[config.mk]
export PLATFORM = sky130hd
export DESIGN_NAME = bri_boot_ctrl
export DESIGN_NICKNAME = d
export VERILOG_FILES = /design/src/core/bri_pkg.sv /design/src/core/bri_sync_if.sv /design/src/core/bri_boot_ctrl.sv /design/src/core/bri_pin_sync.sv
export SDC_FILE = /design/constraint.sdc
export NUM_CORES = 1
export LEC_CHECK = 0
export BUFFER_PORTS_ARGS = -buffer_cell sky130_fd_sc_hd__buf_2
export CORE_MARGIN = 10
export CORE_UTILIZATION = 50
export DETAILED_ROUTE_END_ITERATION = 8
export GPL_ROUTABILITY_DRIVEN = 0
export PLACE_DENSITY = 0.73
export RECOVER_POWER = 50
export SYNTH_ARGS = -nofsm -noshare
export SYNTH_HDL_FRONTEND = slang
export SYNTH_SLANG_ARGS = --single-unit
[constraint.sdc]
create_clock -name aclk -period 2.48 [get_ports aclk]
set_input_delay 0.62 -clock aclk [delete_from_list [all_inputs] [get_ports aclk]]
set_output_delay 0.62 -clock aclk [all_outputs]
set_load 0.01 [all_outputs]
[src/core/bri_pkg.sv]
// Purpose: Shared constants for the boot, reset and interrupt input block
// Assumes: Single clock aclk at 125 MHz, AXI4-Lite register access
// Notes: Offsets are byte addresses of aligned 32-bit words
package bri_pkg;
	// Clock and mode clock divider
	localparam int unsigned CLK_MHZ = 125;
	localparam int unsigned MODE_DIV = 256;
	localparam logic [7:0] MODE_HALF = 8'h7f;
	localparam logic [7:0] MODE_LAST = 8'hff;
	// Boot stream length and mode fields
	localparam int unsigned MODE_BITS = 256;
	localparam logic [7:0] MODE_LAST_BIT = 8'hff;
	localparam int unsigned MB_TIMER_DIS = 11;
	localparam int unsigned MB_MUST_ONE = 12;
	localparam int unsigned MB_MUL_LO = 5;
	localparam int unsigned MB_MUL_HI = 7;
	localparam logic [2:0] MUL_RESERVED = 3'h7;
	localparam logic [3:0] MUL_BASE = 4'h2;
	// Interrupt register layout
	localparam int unsigned INT_GEN_W = 6;
	localparam int unsigned INT_NMI_BIT = 6;
	localparam int unsigned INT_TIMER_BIT = 5;
	localparam int unsigned INT_W = 7;
	// Register byte offsets
	localparam logic [7:0] REG_INT = 8'h00;
	localparam logic [7:0] REG_SOFT_INT = 8'h04;
	localparam logic [7:0] REG_MODE = 8'h08;
	localparam logic [7:0] REG_STATUS = 8'h0c;
	localparam logic [7:0] REG_EVENT = 8'h10;
	localparam logic [7:0] REG_MASK = 8'h14;
	localparam logic [7:0] REG_TIMER = 8'h18;
	// Event bits
	localparam int unsigned EV_BOOT_DONE = 0;
	localparam int unsigned EV_BAD_STREAM = 1;
	localparam int unsigned EV_WARM = 2;
	localparam int unsigned EV_NMI = 3;
	localparam int unsigned EV_W = 4;
	// AXI responses
	localparam logic [1:0] RESP_OKAY = 2'h0;
	localparam logic [1:0] RESP_SLVERR = 2'h2;
	// Boot sequencer states
	typedef enum logic [1:0]
	{
		BRI_IDLE = 2'b00,
		BRI_READ = 2'b01,
		BRI_HOLD = 2'b10,
		BRI_RUN = 2'b11
	} bri_state_t;
endpackage

[src/core/bri_sync_if.sv]
// Purpose: Carries raw pins into the synchroniser and clean levels out
// Assumes: All pins are asynchronous to aclk
// Notes: Pin order is power-good, cold reset, reset, nmi, int[5:0], mode data
`timescale 1ns/1ps
interface bri_sync_if;
	// Raw pin levels
	logic [10:0] raw;
	// Filtered levels
	logic [10:0] clean;
	// Pulse when a filtered level changes
	logic [10:0] changed;
	modport sync
	(
		input raw,
		output clean,
		output changed
	);
	modport user
	(
		output raw,
		input clean,
		input changed
	);
endinterface // bri_sync_if

[src/core/bri_boot_ctrl.sv]
// Purpose: Boot mode reader, reset sequencer and interrupt input merge
// Assumes: aclk stands in for the master clock, pins are asynchronous
// Notes: Registers reached over AXI4-Lite; one level interrupt output
`timescale 1ns/1ps
// Contract
// - OR six interrupt pins into bits 5:0
// - OR nmi pin into interrupt bit 6
// - Power-good assertion starts boot stream read
// - Warm reset: reset without cold reset
// - Mode clock is clock divided by 256
// - Mode bit 11 disables timer interrupt
// - Multiplier from mode bits 7:5, 7 reserved
// - Interrupt and reset pins are active low
module bri_boot_ctrl
(
	// Clock and reset
	input wire logic aclk,
	input wire logic aresetn,
	// Board pins, active low except power-good, mode data and the mode clock output
	input wire logic power_good,
	input wire logic cold_reset_n,
	input wire logic reset_n,
	input wire logic [bri_pkg::INT_GEN_W-1:0] int_n,
	input wire logic nmi_n,
	input wire logic boot_mode_data,
	output logic boot_mode_clk,
	// Core side
	input wire logic timer_irq,
	output logic core_reset_n,
	output logic warm_reset,
	output logic [3:0] pclk_mult,
	output logic [bri_pkg::INT_W-1:0] int_lines,
	// AXI4-Lite slave
	input wire logic [7:0] s_axi_awaddr,
	input wire logic s_axi_awvalid,
	output logic s_axi_awready,
	input wire logic [31:0] s_axi_wdata,
	input wire logic [3:0] s_axi_wstrb,
	input wire logic s_axi_wvalid,
	output logic s_axi_wready,
	output logic [1:0] s_axi_bresp,
	output logic s_axi_bvalid,
	input wire logic s_axi_bready,
	input wire logic [7:0] s_axi_araddr,
	input wire logic s_axi_arvalid,
	output logic s_axi_arready,
	output logic [31:0] s_axi_rdata,
	output logic [1:0] s_axi_rresp,
	output logic s_axi_rvalid,
	input wire logic s_axi_rready,
	// Interrupt
	output logic irq
);
	import bri_pkg::*;

	// Pin synchroniser bundle
	bri_sync_if pins ();
	bri_pin_sync u_sync
	(
		.aclk(aclk),
		.aresetn(aresetn),
		.pins(pins)
	);
	assign pins.raw = {boot_mode_data, int_n, nmi_n, reset_n, cold_reset_n, power_good};

	// Clean level taps
	wire pg_s = pins.clean[0];
	wire pg_rise = pins.changed[0] && pins.clean[0];
	wire cold_act = !pins.clean[1];
	wire rst_act = !pins.clean[2];
	wire nmi_act = !pins.clean[3];
	wire [INT_GEN_W-1:0] int_act = ~pins.clean[9:4];
	wire mode_bit = pins.clean[10];
	wire rst_rise = pins.changed[2] && rst_act;

	// Sequencer state and mode capture
	bri_state_t state;
	bri_state_t next_state;
	logic [7:0] div_cnt; // Mode clock divider
	logic [7:0] bit_cnt; // Stream position
	logic [15:0] mode_lo; // Bits 15:0 kept
	logic bad_stream; // Reserved bit violated
	logic [INT_W-1:0] soft_int; // Software interrupt bits
	logic [EV_W-1:0] ev_status;
	logic [EV_W-1:0] ev_mask;
	logic nmi_d;
	logic timer_en_ovr; // Software override reads back

	// Divider wraps every 256 cycles
	wire div_last = (div_cnt == MODE_LAST);
	// Sample at the divider wrap, as the mode clock falls, half a period after the source moved
	wire sample_en = (state == BRI_READ) && div_last;
	wire stream_done = sample_en && (bit_cnt == MODE_LAST_BIT);
	wire [2:0] mul_code = mode_lo[MB_MUL_HI:MB_MUL_LO];
	// check fixed bits of the stream
	wire bit_bad = (bit_cnt == 8'h00 && mode_bit) ||
		(bit_cnt == 8'h0c && !mode_bit) ||
		(bit_cnt > 8'h0e && mode_bit);

	// Next state
	always_comb
	begin
		next_state = state;
		unique case (state)
			BRI_IDLE:
				if (pg_rise)
					next_state = BRI_READ;
			BRI_READ:
				if (!pg_s)
					next_state = BRI_IDLE;
				else if (stream_done)
					next_state = BRI_HOLD;
			// wait for both resets to release
			BRI_HOLD:
				if (!pg_s)
					next_state = BRI_IDLE;
				else if (!cold_act && !rst_act)
					next_state = BRI_RUN;
			BRI_RUN:
				if (!pg_s)
					next_state = BRI_IDLE;
				else if (cold_act)
					next_state = BRI_HOLD;
				else if (rst_act)
					next_state = BRI_HOLD;
		endcase
	end

	// State register
	always_ff @(posedge aclk)
	begin
		if (!aresetn)
			state <= BRI_IDLE;
		else
			state <= next_state;
	end

	// divide by 256, half high half low
	always_ff @(posedge aclk)
	begin
		if (!aresetn)
		begin
			div_cnt <= 8'h00;
			boot_mode_clk <= 1'b0;
		end
		else
		begin
			div_cnt <= div_cnt + 8'h01;
			boot_mode_clk <= (div_cnt >= MODE_HALF) && !div_last;
		end
	end

	// shift in one bit per mode clock period
	always_ff @(posedge aclk)
	begin
		if (!aresetn)
		begin
			bit_cnt <= 8'h00;
			mode_lo <= 16'h0000;
			bad_stream <= 1'b0;
		end
		else if (state == BRI_IDLE)
		begin
			bit_cnt <= 8'h00;
			if (pg_rise)
				bad_stream <= 1'b0;
		end
		else if (sample_en)
		begin
			bit_cnt <= bit_cnt + 8'h01;
			if (bit_cnt < 8'h10)
				mode_lo[bit_cnt[3:0]] <= mode_bit;
			if (bit_bad)
				bad_stream <= 1'b1;
		end
	end

	// Core reset and multiplier outputs
	always_ff @(posedge aclk)
	begin
		if (!aresetn)
		begin
			core_reset_n <= 1'b0;
			warm_reset <= 1'b0;
			pclk_mult <= MUL_BASE;
			int_lines <= '0;
			nmi_d <= 1'b0;
		end
		else
		begin
			core_reset_n <= (next_state == BRI_RUN);
			// warm reset: reset without cold reset
			if (rst_rise && !cold_act && state == BRI_RUN)
				warm_reset <= 1'b1;
			else if (cold_act)
				warm_reset <= 1'b0;
			// reserved code keeps the previous factor
			if (mul_code != MUL_RESERVED)
				pclk_mult <= MUL_BASE + {1'b0, mul_code};
			// general pins OR register, timer gated
			int_lines[INT_GEN_W-1:0] <= int_act | soft_int[INT_GEN_W-1:0] |
				({INT_GEN_W{timer_irq && !mode_lo[MB_TIMER_DIS] && timer_en_ovr}} &
				(6'h01 << INT_TIMER_BIT));
			int_lines[INT_NMI_BIT] <= nmi_act | soft_int[INT_NMI_BIT];
			nmi_d <= nmi_act;
		end
	end

	// Events raised this cycle
	wire [EV_W-1:0] ev_set = {nmi_act && !nmi_d, rst_rise && !cold_act,
		stream_done && (bad_stream || bit_bad), stream_done};

	// Bus decode
	logic aw_held;
	logic w_held;
	logic [7:0] aw_addr;
	logic [31:0] w_data;
	logic w_data_lane; // Byte lane zero seen with the data word
	wire do_write = aw_held && w_held && !s_axi_bvalid;
	wire wr_soft = do_write && aw_addr == REG_SOFT_INT;
	wire wr_mask = do_write && aw_addr == REG_MASK;
	wire wr_timer = do_write && aw_addr == REG_TIMER;
	wire wr_ok = wr_soft || wr_mask || wr_timer;
	wire rd_take = s_axi_arvalid && s_axi_arready;
	wire rd_event = rd_take && s_axi_araddr == REG_EVENT;
	wire rd_hit = s_axi_araddr == REG_INT || s_axi_araddr == REG_SOFT_INT ||
		s_axi_araddr == REG_MODE || s_axi_araddr == REG_STATUS ||
		s_axi_araddr == REG_EVENT || s_axi_araddr == REG_MASK ||
		s_axi_araddr == REG_TIMER;
	wire [31:0] rd_mux =
		(s_axi_araddr == REG_INT) ? {25'h0, int_lines} :
		(s_axi_araddr == REG_SOFT_INT) ? {25'h0, soft_int} :
		(s_axi_araddr == REG_MODE) ? {16'h0, mode_lo} :
		(s_axi_araddr == REG_STATUS) ? {24'h0, bad_stream, core_reset_n,
			pg_s, !cold_act, !rst_act, 1'b0, state} :
		(s_axi_araddr == REG_EVENT) ? {28'h0, ev_status} :
		(s_axi_araddr == REG_MASK) ? {28'h0, ev_mask} :
		(s_axi_araddr == REG_TIMER) ? {31'h0, timer_en_ovr} : 32'h0;

	// Write channel capture and response
	always_ff @(posedge aclk)
	begin
		if (!aresetn)
		begin
			aw_held <= 1'b0;
			w_held <= 1'b0;
			aw_addr <= 8'h00;
			w_data <= 32'h0;
			s_axi_awready <= 1'b0;
			s_axi_wready <= 1'b0;
			s_axi_bvalid <= 1'b0;
			s_axi_bresp <= RESP_OKAY;
		end
		else
		begin
			s_axi_awready <= !aw_held && !s_axi_awready && s_axi_awvalid;
			s_axi_wready <= !w_held && !s_axi_wready && s_axi_wvalid;
			if (s_axi_awvalid && s_axi_awready)
			begin
				aw_held <= 1'b1;
				aw_addr <= {s_axi_awaddr[7:2], 2'b00};
			end
			if (s_axi_wvalid && s_axi_wready)
			begin
				w_held <= 1'b1;
				w_data <= s_axi_wdata;
			end
			if (do_write)
			begin
				aw_held <= 1'b0;
				w_held <= 1'b0;
				s_axi_bvalid <= 1'b1;
				s_axi_bresp <= wr_ok ? RESP_OKAY : RESP_SLVERR;
			end
			else if (s_axi_bready)
				s_axi_bvalid <= 1'b0;
		end
	end

	// Writable registers, low byte lane only
	always_ff @(posedge aclk)
	begin
		if (!aresetn)
		begin
			soft_int <= '0;
			ev_mask <= '0;
			timer_en_ovr <= 1'b1;
		end
		else
		begin
			if (wr_soft && w_data_lane)
				soft_int <= w_data[INT_W-1:0];
			if (wr_mask && w_data_lane)
				ev_mask <= w_data[EV_W-1:0];
			if (wr_timer && w_data_lane)
				timer_en_ovr <= w_data[0];
		end
	end
	// Byte lane zero captured with the data word
	always_ff @(posedge aclk)
	begin
		if (!aresetn)
			w_data_lane <= 1'b0;
		else if (s_axi_wvalid && s_axi_wready)
			w_data_lane <= s_axi_wstrb[0];
	end

	// Sticky events, set wins over clear on read
	always_ff @(posedge aclk)
	begin
		if (!aresetn)
			ev_status <= '0;
		else if (rd_event)
			ev_status <= ev_set;
		else
			ev_status <= ev_status | ev_set;
	end

	// Read channel
	always_ff @(posedge aclk)
	begin
		if (!aresetn)
		begin
			s_axi_arready <= 1'b0;
			s_axi_rvalid <= 1'b0;
			s_axi_rdata <= 32'h0;
			s_axi_rresp <= RESP_OKAY;
			irq <= 1'b0;
		end
		else
		begin
			s_axi_arready <= !s_axi_arready && !s_axi_rvalid && s_axi_arvalid;
			if (rd_take)
			begin
				s_axi_rvalid <= 1'b1;
				s_axi_rdata <= rd_mux;
				s_axi_rresp <= rd_hit ? RESP_OKAY : RESP_SLVERR;
			end
			else if (s_axi_rready)
				s_axi_rvalid <= 1'b0;
			irq <= |((rd_event ? ev_set : (ev_status | ev_set)) & ev_mask);
		end
	end
endmodule // bri_boot_ctrl

[src/core/bri_pin_sync.sv]
// Purpose: Three-stage pin synchroniser with agree filter
// Assumes: Inputs come from outside the aclk domain
// Notes: A change counts only once stages two and three agree
`timescale 1ns/1ps
module bri_pin_sync
(
	// Clock and reset
	input wire logic aclk,
	input wire logic aresetn,
	// Pin bundle
	bri_sync_if.sync pins
);
	import bri_pkg::*;

	genvar gi;
	generate
		for (gi = 0; gi < 11; gi++)
		begin : g_bit
			// First stage feeds only the second
			logic s1;
			logic s2;
			logic s3;
			logic held;
			logic chg;
			// Power-good idles low, every other pin idles high; no false edge after reset
			localparam logic IDLE_LVL = (gi == 0) ? 1'b0 : 1'b1;
			// Shift chain, reset to the pin's idle level
			always_ff @(posedge aclk)
			begin
				if (!aresetn)
				begin
					s1 <= IDLE_LVL;
					s2 <= IDLE_LVL;
					s3 <= IDLE_LVL;
					held <= IDLE_LVL;
					chg <= 1'b0;
				end
				else
				begin
					s1 <= pins.raw[gi];
					s2 <= s1;
					s3 <= s2;
					// Accept only when the two later stages agree
					chg <= (s2 == s3) && (s3 != held);
					if (s2 == s3)
						held <= s3;
				end
			end
			assign pins.clean[gi] = held;
			assign pins.changed[gi] = chg;
		end
	endgenerate
endmodule // bri_pin_sync

* Yosys cells after proc, flatten, opt, wreduce, memory -nomap -nowiden
Cells that the tools add are included.
** Storage, ports and cells
- Output and inout port bits :: 56
- Word-level logic and storage cells :: 227
- Input port bits :: 71
- Bits in registers :: 170
** Operators by class
- Mux-type cells :: 32
- Magnitude comparators :: 5
- Reductions and logical operators :: 72
- Bitwise logic cells :: 8
- Add/subtract/negate cells :: 3
- Equality and inequality tests :: 32
** Operators with widths (count)
- two-way mux 16 bit :: 3
- logical AND 1 bit :: 36
- == test 8 x 4 -> 1 bit, second input constant :: 3
- == test 8 x 5 -> 1 bit, second input constant :: 3
- two-way mux 2 bit :: 10
- adder 8 x 1 -> 8 bit, second input constant :: 2
- bitwise mux 16 bit :: 1
- == test 8 bit, second input constant :: 2
- zero test 8 bit :: 2
- zero test 1 bit :: 13
- == test 6 x 3 -> 1 bit, second input constant :: 2
- two-way mux 1 bit :: 12
- two-way mux 4 bit :: 3
- OR 6 bit :: 2
- == test 1 bit :: 11
- logical OR 1 bit :: 11
- == test 8 x 3 -> 1 bit, second input constant :: 1
- greater-or-equal comparator 8 x 7 -> 1 bit, second input constant :: 1
- > comparator 8 x 4 -> 1 bit, second input constant :: 1
- less-than comparator 8 x 5 -> 1 bit, second input constant :: 1
- two-way mux 8 bit :: 1
- one-hot mux 2 bit (4 select lines) :: 1
- nonzero test 2 bit :: 4
- == test 2 bit, second input constant :: 3
- 18 further kinds :: 23

* Longest topological paths before layout
Gate-level depths: netlist of the first run.
- Depth after elaboration :: 10
- Gate-level depth with buffers :: 7

* Cells and area by module
From an unflattened synthesis of the first run, not the netlist that was laid out.
** Unflattened totals
- Cells, all modules :: 696
- Area, all modules :: 6538.8 um^2
** Modules (own cells, without submodules)
- bri_boot_ctrl :: times used 1, area each 4629.4 um^2, seq. area each 2122.0 um^2, cells each 515
- bri_pin_sync :: times used 1, area each 1909.3 um^2, seq. area each 1101.1 um^2, cells each 181

* Worst setup path after synthesis of the first run
Ideal clock, no wire load.
- Path kind :: reg2reg
- Start point :: register div_cnt[0]
- End point :: register state[0]
- Path slack :: 0.626 ns
- Clock period less this slack :: 1.854 ns
- Data arrival time :: 1.736 ns
- Stages on the path, launching flop included :: 7
- Setup time :: 0.118 ns
- Required time :: 2.362 ns
- Cells stage by stage :: dfxtp_1 > ha_1 > nand3_2 > or4_4 > nor3_1 > or3_1 > a21oi_1
** On the way
- Word-level cells in the longest chain between the ends :: 6
** Ends and longest elaborated chain
- start: declaration :: RTL line bri_boot_ctrl.sv:79 : logic [7:0] div_cnt;
- start signal: assignment :: RTL line bri_boot_ctrl.sv:148 : div_cnt <= div_cnt + 8'h01;
- == test 8 bit :: RTL line bri_boot_ctrl.sv:90 : wire div_last = (div_cnt == MODE_LAST);
- logical AND 1 bit :: RTL line bri_boot_ctrl.sv:92 : wire sample_en = (state == BRI_READ) && div_last;
- logical AND 1 bit :: RTL line bri_boot_ctrl.sv:93 : wire stream_done = sample_en && (bit_cnt == MODE_LAST_BIT);
- two-way mux 2 bit :: RTL line bri_boot_ctrl.sv:111 : else if (stream_done)
- two-way mux 2 bit :: RTL line bri_boot_ctrl.sv:109 : if (!pg_s)
- one-hot mux 2 bit (4 select lines) :: RTL line bri_boot_ctrl.sv:104 : unique case (state)
- end signal: assignment :: RTL line bri_boot_ctrl.sv:135 : state <= next_state;
- end: declaration :: RTL line bri_boot_ctrl.sv:77 : bri_state_t state;
Every way passes these cells.
A chain may end at the register's enable or synchronous reset.

* Final worst setup path of the first run
- Start point :: input aresetn
- End point :: register int_lines[5] (netlist name)
** RTL lines
- start: declaration :: RTL line bri_boot_ctrl.sv:18 : input wire logic aresetn,
- end signal: indexed assignment :: RTL line bri_boot_ctrl.sv:201 : int_lines[INT_GEN_W-1:0] <= int_act | soft_int[INT_GEN_W-1:0] |
- end signal: indexed assignment :: RTL line bri_boot_ctrl.sv:204 : int_lines[INT_NMI_BIT] <= nmi_act | soft_int[INT_NMI_BIT];
- end: declaration :: RTL line bri_boot_ctrl.sv:32 : output logic [bri_pkg::INT_W-1:0] int_lines,
No word-level cell between the ends.

==> summary.md, run 1 <==
## Layout
• number of filler instances in the final layout: 993
• area grow syn2layout: 17.77%
• final core occ: 60.53%
• number of nets in the layout: 800
• fraction of final layout cells with drive strength greater than 1: 17.39%

## Global routing
• number of antenna violations at the first check in global routing: 1
• global-route wire length before repair: 21190 um
• largest net degree at the start of global routing: 42
• total global routing overflow: 0
• number of global-route vias before repair: 4348
• GRT Resource Usage Total: 15.72%

## Clocking
• post-cts repair resize count: 0
• register clock-pin slew on the reported worst setup and hold paths: 60 ps
• clk buf depth: 2
• number of hold-repair buffers added at the cts stage: 0
• clock latency on the worst-skew pair: 420 ps
• level count of the clock H-tree: 4
• CTS Buf Count: 17
• CTS sink count: 152
• root cell of the clock tree: sky130_fd_sc_hd__clkbuf_16
• count of buffers added by post-CTS timing repair for setup: 0
• clock tree from TritonCTS: yes

## Floorplanning
• floorplan die area: 16530 um^2
• Cell Rows: 39
• effective utilization at floorplan: 51.40%
• Die W: 128.6 um
• count of boundary I/O pins: 127
• placeable core region: 11470 um^2
• DIE HEIGHT: 128.6 um

## Critical path
• crit path capture type: register
• critical path arrival: 2520 ps
• critical path data required time: 2820 ps
• crit path launch type: input port
• critical setup path kind: input port to register
• worst-path maximum fanout: 41

## Drt
• starting DRC count in detailed routing: 313
• ANT nets after route: 0
• total via count after detailed routing: 4552
• via/cell ratio: 5.173
• detailed-router iteration count before antenna repair: 4
• Routed wire per std cell: 14.98 um
• Routed Wire Length: 13180 um
• DRC viols: 0

## Power
• LEAKAGE: 2.838 nW
• power density normalized to cell area: 760.4 nW/um^2
• power share of the combinational group: 3.7%
• sequential power share: 47.6%
• share of total power consumed by net switching: 20.73%
• internal power summed over all cells: 0.004184 W
• Net Switching: 0.001095 W
• clock network fraction of design power: 48.7%
• Max VDD drop: 493.9 uV

## Outcome
• result of the run: complete, no violations

## Timing
• Hold Slack: 378.1 ps
• Least-Margin Pin Slew: 1226 ps
• final worst-path cycle share: 87.81%
• worst max-slew margin expressed relative to the limit: 18.25%
• setup total negative slack: 0 ps
• clock skew after layout: 6.610 ps
• Min Clock Period, post-route: 2178 ps
• RSZ-0062 raised after global routing: false
• number of max-slew violations in the final report: 0
• total count of hold-check failures in the final report: 0
• timing-limited maximum frequency: 0.4592 GHz
• final setup violation count: 0

## Yosys
• Async SR Flop Fraction: 0%
• total of flip-flops plus latches after synthesis: 152
• number of enable flip-flop cells after synthesis: 0
• Synthesis Warnings: 0
• mean area per synthesized cell: 9.153 um^2
• cell count after synthesis: 644
• sequential cell area fraction in the yosys report: 51.62%
• Top FF cell, synth: sky130_fd_sc_hd__dfxtp_1
• Synth cell types: 50
• Cell Area, Synth: 5894 um^2

## Min path
• class of the tightest hold or removal check: input port to register

## Job
• number of max-cap violations: 0

## Placement
• detailed placement HPWL: 9505 um
• number of buffers inserted by port buffering: 78

[state kept, by name (all words and copies together) (netlist names), 6 cells and up]
name,count
mode_lo,16
s_axi_rdata,16
u_sync.g_bit.held,11
u_sync.g_bit.s1,11
u_sync.g_bit.s2,11
u_sync.g_bit.s3,11
bit_cnt,8
div_cnt,8
int_lines,7
soft_int,7
w_data,7
aw_addr,6
[routing by layer]
layer / GRT usage [%] / wire length, um
met3: 5.791 / 1290
met5: 0 / 0
met2: 22.97 / 5716
met4: 6.287 / 90
met1: 20.63 / 6084
[critical path, cell delays in order]
cell and delay, ps:
sky130_fd_sc_hd__clkbuf_1 870, sky130_fd_sc_hd__clkinv_1 290, sky130_fd_sc_hd__buf_2 440, sky130_fd_sc_hd__a31oi_1 260
[area by class of cell]
class	count	area [um^2]	share of cell area, %
well taps	143	178.9	2.578
multi-input cells	444	2591	37.33
clock buffers	23	467.9	6.741
diodes	1	2.502	0.03605
clock inverters	9	122.6	1.766
inverters	17	63.81	0.9192
flip-flops and latches	152	3043	43.84
repair buffers	91	471.7	6.795
[cell families after synthesis]
| kind of cell | synth area share [%] |
|---|---|
| AND/OR/NAND/NOR | 21.40 |
| flip-flops | 51.62 |
| AO/OA/AOI/OAI | 10.78 |
| buffers and inverters | 5.498 |
| multiplexers | 7.727 |
| XOR/XNOR | 1.634 |
| adder cells (fa/ha/maj) | 1.274 |
| other | 0.06362 |
[power by group through the flow]
stage,Sequential [W],Clock [W],Combinational (W)
2_1_floorplan,0.00256,0,0.000147
3_3_place_gp,0.00256,0,0.000190
3_5_place_dp,0.00256,0,0.000195
4_1_cts,0.00251,0.00261,0.000196
5_1_grt,0.00252,0.00274,0.000217
6_report,0.00251,0.00257,0.000194
[cells in the final DEF, fill, tap and decap left out, types with 10 or more instances in the layout]
cell type                   count
sky130_fd_sc_hd__conb_1        18
sky130_fd_sc_hd__clkbuf_16     17
sky130_fd_sc_hd__nor2_1        68
sky130_fd_sc_hd__nand3_1       17
sky130_fd_sc_hd__nand4_1       10
sky130_fd_sc_hd__nand2_1       83
sky130_fd_sc_hd__buf_2         76
sky130_fd_sc_hd__inv_1         16
sky130_fd_sc_hd__dfxtp_1      152
sky130_fd_sc_hd__nand2b_1      34
sky130_fd_sc_hd__a21oi_1       50
sky130_fd_sc_hd__nor3_1        10
sky130_fd_sc_hd__mux2i_1       32
sky130_fd_sc_hd__o21ai_0       26
[cells in the mapped netlist (9+ instances only)]
| master | n | area share [%] |
|---|---|---|
| sky130_fd_sc_hd__o21ai_0 | 26 | 2.2 |
| sky130_fd_sc_hd__nor2_1 | 68 | 4.3 |
| sky130_fd_sc_hd__dfxtp_1 | 152 | 52 |
| sky130_fd_sc_hd__and2_1 | 9 | 0.96 |
| sky130_fd_sc_hd__a21oi_1 | 50 | 4.2 |
| sky130_fd_sc_hd__nand4_1 | 10 | 1.1 |
| sky130_fd_sc_hd__buf_4 | 20 | 2.5 |
| sky130_fd_sc_hd__nand2b_1 | 34 | 3.6 |
| sky130_fd_sc_hd__mux2i_1 | 32 | 5.4 |
| sky130_fd_sc_hd__nand2_1 | 83 | 5.3 |
| sky130_fd_sc_hd__inv_1 | 16 | 1.0 |
| sky130_fd_sc_hd__nor3_1 | 10 | 0.85 |
| sky130_fd_sc_hd__a22oi_1 | 9 | 1.1 |
| sky130_fd_sc_hd__nand3_1 | 17 | 1.4 |
| sky130_fd_sc_hd__clkbuf_1 | 21 | 1.3 |
[through the flow]
step / std cells / instance area (um^2) / power [W] / setup slack [ps]
after floorplan: 661 / 5958 / 0.002705 / 626.2
after global placement: 847 / 6365 / 0.002752 / 377.2
after detailed placement: 847 / 6365 / 0.002759 / 322.4
after CTS: 879 / 6955 / 0.005319 / 307.7
after global routing: 879 / 6939 / 0.005469 / 169.8
final: 880 / 6942 / 0.005279 / 302.4
[worst paths after layout]
path                                                    start                             to  slack (ps)  cells past startpoint
worst max-delay path                                  aresetn        int_lines[5]$_SDFF_PN0_         300                      4
worst min-delay path                                 int_n[3]  u_sync.g_bit[7].s1$_SDFF_PN1_         380                      2
worst max register to register          div_cnt[0]$_SDFF_PN0_            state[0]$_SDFF_PN0_         310                      6
worst min register to register  u_sync.g_bit[8].s1$_SDFF_PN1_  u_sync.g_bit[8].s2$_SDFF_PN1_         410                      1
(Power assumes the default switching activity.)
==> inputs of run 2 (changes only) <==
--- a/config.mk
+++ b/config.mk
@@ -6,6 +6,7 @@
 export NUM_CORES = 1
 export LEC_CHECK = 0
 export BUFFER_PORTS_ARGS = -buffer_cell sky130_fd_sc_hd__buf_2
+export CORE_ASPECT_RATIO = 1.4
 export CORE_MARGIN = 10
 export CORE_UTILIZATION = 50
 export DETAILED_ROUTE_END_ITERATION = 8
==> summary.md, run 2 (same netlist as run 1, synthesis figures left out) <==
## Global routing
• number of global-route vias before repair: 4720, was 4348
• number of antenna violations at the first check in global routing: 0, was 1
• GRT Resource Usage Total: 16.57%, was 15.72%
• global-route wire length before repair: 22560 um, was 21190 um
• largest net degree at the start of global routing: 32, was 42
• total global routing overflow: 0, unchanged

## Drt
• Routed Wire Length: 13730 um, was 13180 um
• DRC viols: 0, unchanged
• detailed-router iteration count before antenna repair: 5, was 4
• starting DRC count in detailed routing: 233, was 313
• Routed wire per std cell: 15.62 um, was 14.98 um
• ANT nets after route: 0, unchanged
• via/cell ratio: 5.279, was 5.173
• total via count after detailed routing: 4640, was 4552

## Critical path
• peak per-stage delay on the critical path: 570 ps, was 870 ps
• critical setup path kind: register to register, was input port to register
• capturing instance or port of the critical path: state[0]$_SDFF_PN0_, was int_lines[5]$_SDFF_PN0_
• critical path data required time: 2780 ps, was 2820 ps
• worst r2r dst: state[0]$_SDFF_PN0_, unchanged
• Critical path buffers and inverters: 0, was 3
• slowest stage cell, crit path: sky130_fd_sc_hd__or4_4, was sky130_fd_sc_hd__clkbuf_1
• crit path launch type: register, was input port
• critical path arrival: 2430 ps, was 2520 ps
• family with the most delay on the worst path: simple AND/OR/NAND/NOR gates, was buffers and inverters
• worst r2r path cells: 6, unchanged
• origin of the worst setup path: div_cnt[0]$_SDFF_PN0_, was aresetn
• number of cells on the critical path: 6, was 4
• flop2flop setup slack: 350 ps, was 310 ps
• critical path, cell by cell: ha_1, nand3_2, or4_4, nor3_1, or3_1, a21oi_1, was clkbuf_1, clkinv_1, buf_2, a31oi_1
• worst-path maximum fanout: 7, was 41
• crit path capture type: register, unchanged
• launch instance of the worst register-to-register path: div_cnt[0]$_SDFF_PN0_, unchanged

## Placement
• number of buffers inserted by port buffering: 78, unchanged
• detailed placement HPWL: 10230 um, was 9505 um
• cell count after placement: 847, unchanged
• placed cell area: 6359 um^2, was 6365 um^2

## Layout
• area grow syn2layout: 16.81%, was 17.77%
• number of filler instances in the final layout: 995, was 993
• number of nets in the layout: 799, was 800
• most common library cell in the layout ignoring fill and taps: sky130_fd_sc_hd__dfxtp_1, unchanged
• non-filler instance count after layout: 879, was 880
• Antenna Cells: 0, was 1
• highest-count cells in the layout ignoring fill and taps: sky130_fd_sc_hd__dfxtp_1, sky130_fd_sc_hd__nand2_1, sky130_fd_sc_hd__buf_2, unchanged
• combined area of the multi-input logic cells: 2591 um^2, unchanged
• total area of sequential cells: 3043 um^2, unchanged
• fraction of final layout cells with drive strength greater than 1: 17.28%, was 17.39%
• final instance area: 6885 um^2, was 6942 um^2
• biggest registers after layout: mode_lo (16), s_axi_rdata (16), unchanged

## Floorplanning
• count of boundary I/O pins: 127, unchanged
• effective utilization at floorplan: 51.46%, was 51.40%
• placeable core region: 11450 um^2, was 11470 um^2
• floorplan die area: 16590 um^2, was 16530 um^2
• DIE HEIGHT: 148.5 um, was 128.6 um
• Die W: 111.8 um, was 128.6 um
• Cell Rows: 46, was 39

## Clocking
• CTS Buf Count: 17, unchanged
• number of hold-repair buffers added at the cts stage: 0, unchanged
• level count of the clock H-tree: 4, unchanged
• root cell of the clock tree: sky130_fd_sc_hd__clkbuf_16, unchanged
• CTS sink count: 152, unchanged
• clock tree from TritonCTS: yes, unchanged
• count of buffers added by post-CTS timing repair for setup: 0, unchanged
• register clock-pin slew on the reported worst setup and hold paths: 60 ps, about the same
• clk buf depth: 2, unchanged
• post-cts repair resize count: 0, unchanged
• clock latency on the worst-skew pair: 420 ps, about the same

## Min path
• origin of the worst min-delay path: int_n[3], unchanged
• class of the tightest hold or removal check: input port to register, unchanged

## Timing
• worst max-slew margin expressed relative to the limit: 11.69%, was 18.25%
• number of max-slew violations in the final report: 0, unchanged
• clock skew after layout: 6.777 ps, was 6.610 ps
• final worst-path cycle share: 85.73%, was 87.81%
• timing-limited maximum frequency: 0.4703 GHz, was 0.4592 GHz
• RSZ-0062 raised after global routing: false, unchanged
• final setup violation count: 0, unchanged
• Least-Margin Pin Slew: 1325 ps, was 1226 ps
• Min Clock Period, post-route: 2126 ps, was 2178 ps
• total count of hold-check failures in the final report: 0, unchanged
• setup total negative slack: 0 ps, unchanged
• Hold Slack: 378.8 ps, was 378.1 ps

## Power
• power density normalized to cell area: 736.2 nW/um^2, was 760.4 nW/um^2
• Max VDD drop: 680.8 uV, was 493.9 uV
• LEAKAGE: 2.790 nW, was 2.838 nW
• total power consumption of the routed design: 0.005069 W, was 0.005279 W

## Outcome
• result of the run: complete, no violations, unchanged

## Job
• number of max-cap violations: 0, unchanged

[run 2: cell count changes in the layout (fill, tap and decap cells not counted)]
cell	change
sky130_fd_sc_hd__and2_1	+1
sky130_fd_sc_hd__buf_2	-2
sky130_fd_sc_hd__clkbuf_8	-1
sky130_fd_sc_hd__clkinv_2	-4
sky130_fd_sc_hd__buf_4	-3
sky130_fd_sc_hd__clkinvlp_4	+3
sky130_fd_sc_hd__diode_2	-1
sky130_fd_sc_hd__bufinv_16	-3
sky130_fd_sc_hd__clkinv_4	+3
sky130_fd_sc_hd__and2_0	-1
sky130_fd_sc_hd__inv_6	+6
[run 2: how the worst min path moves through the flow]
stage	cells after the start	end	slack (ps)
6_report	2	u_sync.g_bit[7].s1$_SDFF_PN1_	380
5_1_grt	2	u_sync.g_bit[7].s1$_SDFF_PN1_	370
4_1_cts	2	u_sync.g_bit[3].s1$_SDFF_PN1_	370
3_5_place_dp	1	u_sync.g_bit[2].s2$_SDFF_PN1_	390
3_3_place_gp	1	u_sync.g_bit[2].s2$_SDFF_PN1_	390
2_1_floorplan	1	u_sync.g_bit[10].s2$_SDFF_PN1_	390
[run 2: layer usage]
metal  up-vias  global-route usage [%]  routed length, um
li1       2316                       -                  -
met1      2182                   17.52               5384
met2       124                   29.76               7248
met3        18                   5.435                855
met4         0                   6.186                240
met5         -                       0                  0
[run 2: worst register-to-register path, stage by stage (launching register included)]
cell and delay (ps):
sky130_fd_sc_hd__dfxtp_1 370, sky130_fd_sc_hd__ha_1 220, sky130_fd_sc_hd__nand3_2 160, sky130_fd_sc_hd__or4_4 580
sky130_fd_sc_hd__nor3_1 440, sky130_fd_sc_hd__or3_1 180, sky130_fd_sc_hd__a21oi_1 60
[run 2: area by class of cell]
class	instances	share of cell area [%]
Inverter	17	0.9268
Clock inverter	14	1.654
Clock buffer	18	6.378
Sequential cell	152	44.19
Multi-Input combinational cell	444	37.63
Timing Repair Buffer	90	6.596
Tap cell	144	2.617
[run 2: per-stage QoR]
step | setup WS [ps] | utilization (%)
global route | 185.9 | 60.12
detailed placement | 285.1 | 55.52
CTS | 355.6 | 60.35
finish | 353.8 | 60.12
floorplan | 626.2 | -
global placement | 403.5 | 55.52
[run 2: where the power goes]
group,leakage (nW),internal (W),switching (W)
registers,1.23,0.00248,0.0000277
clock network,0.261,0.00133,0.00104
logic,1.29,0.0000709,0.000119
total,2.79,0.00388,0.00119
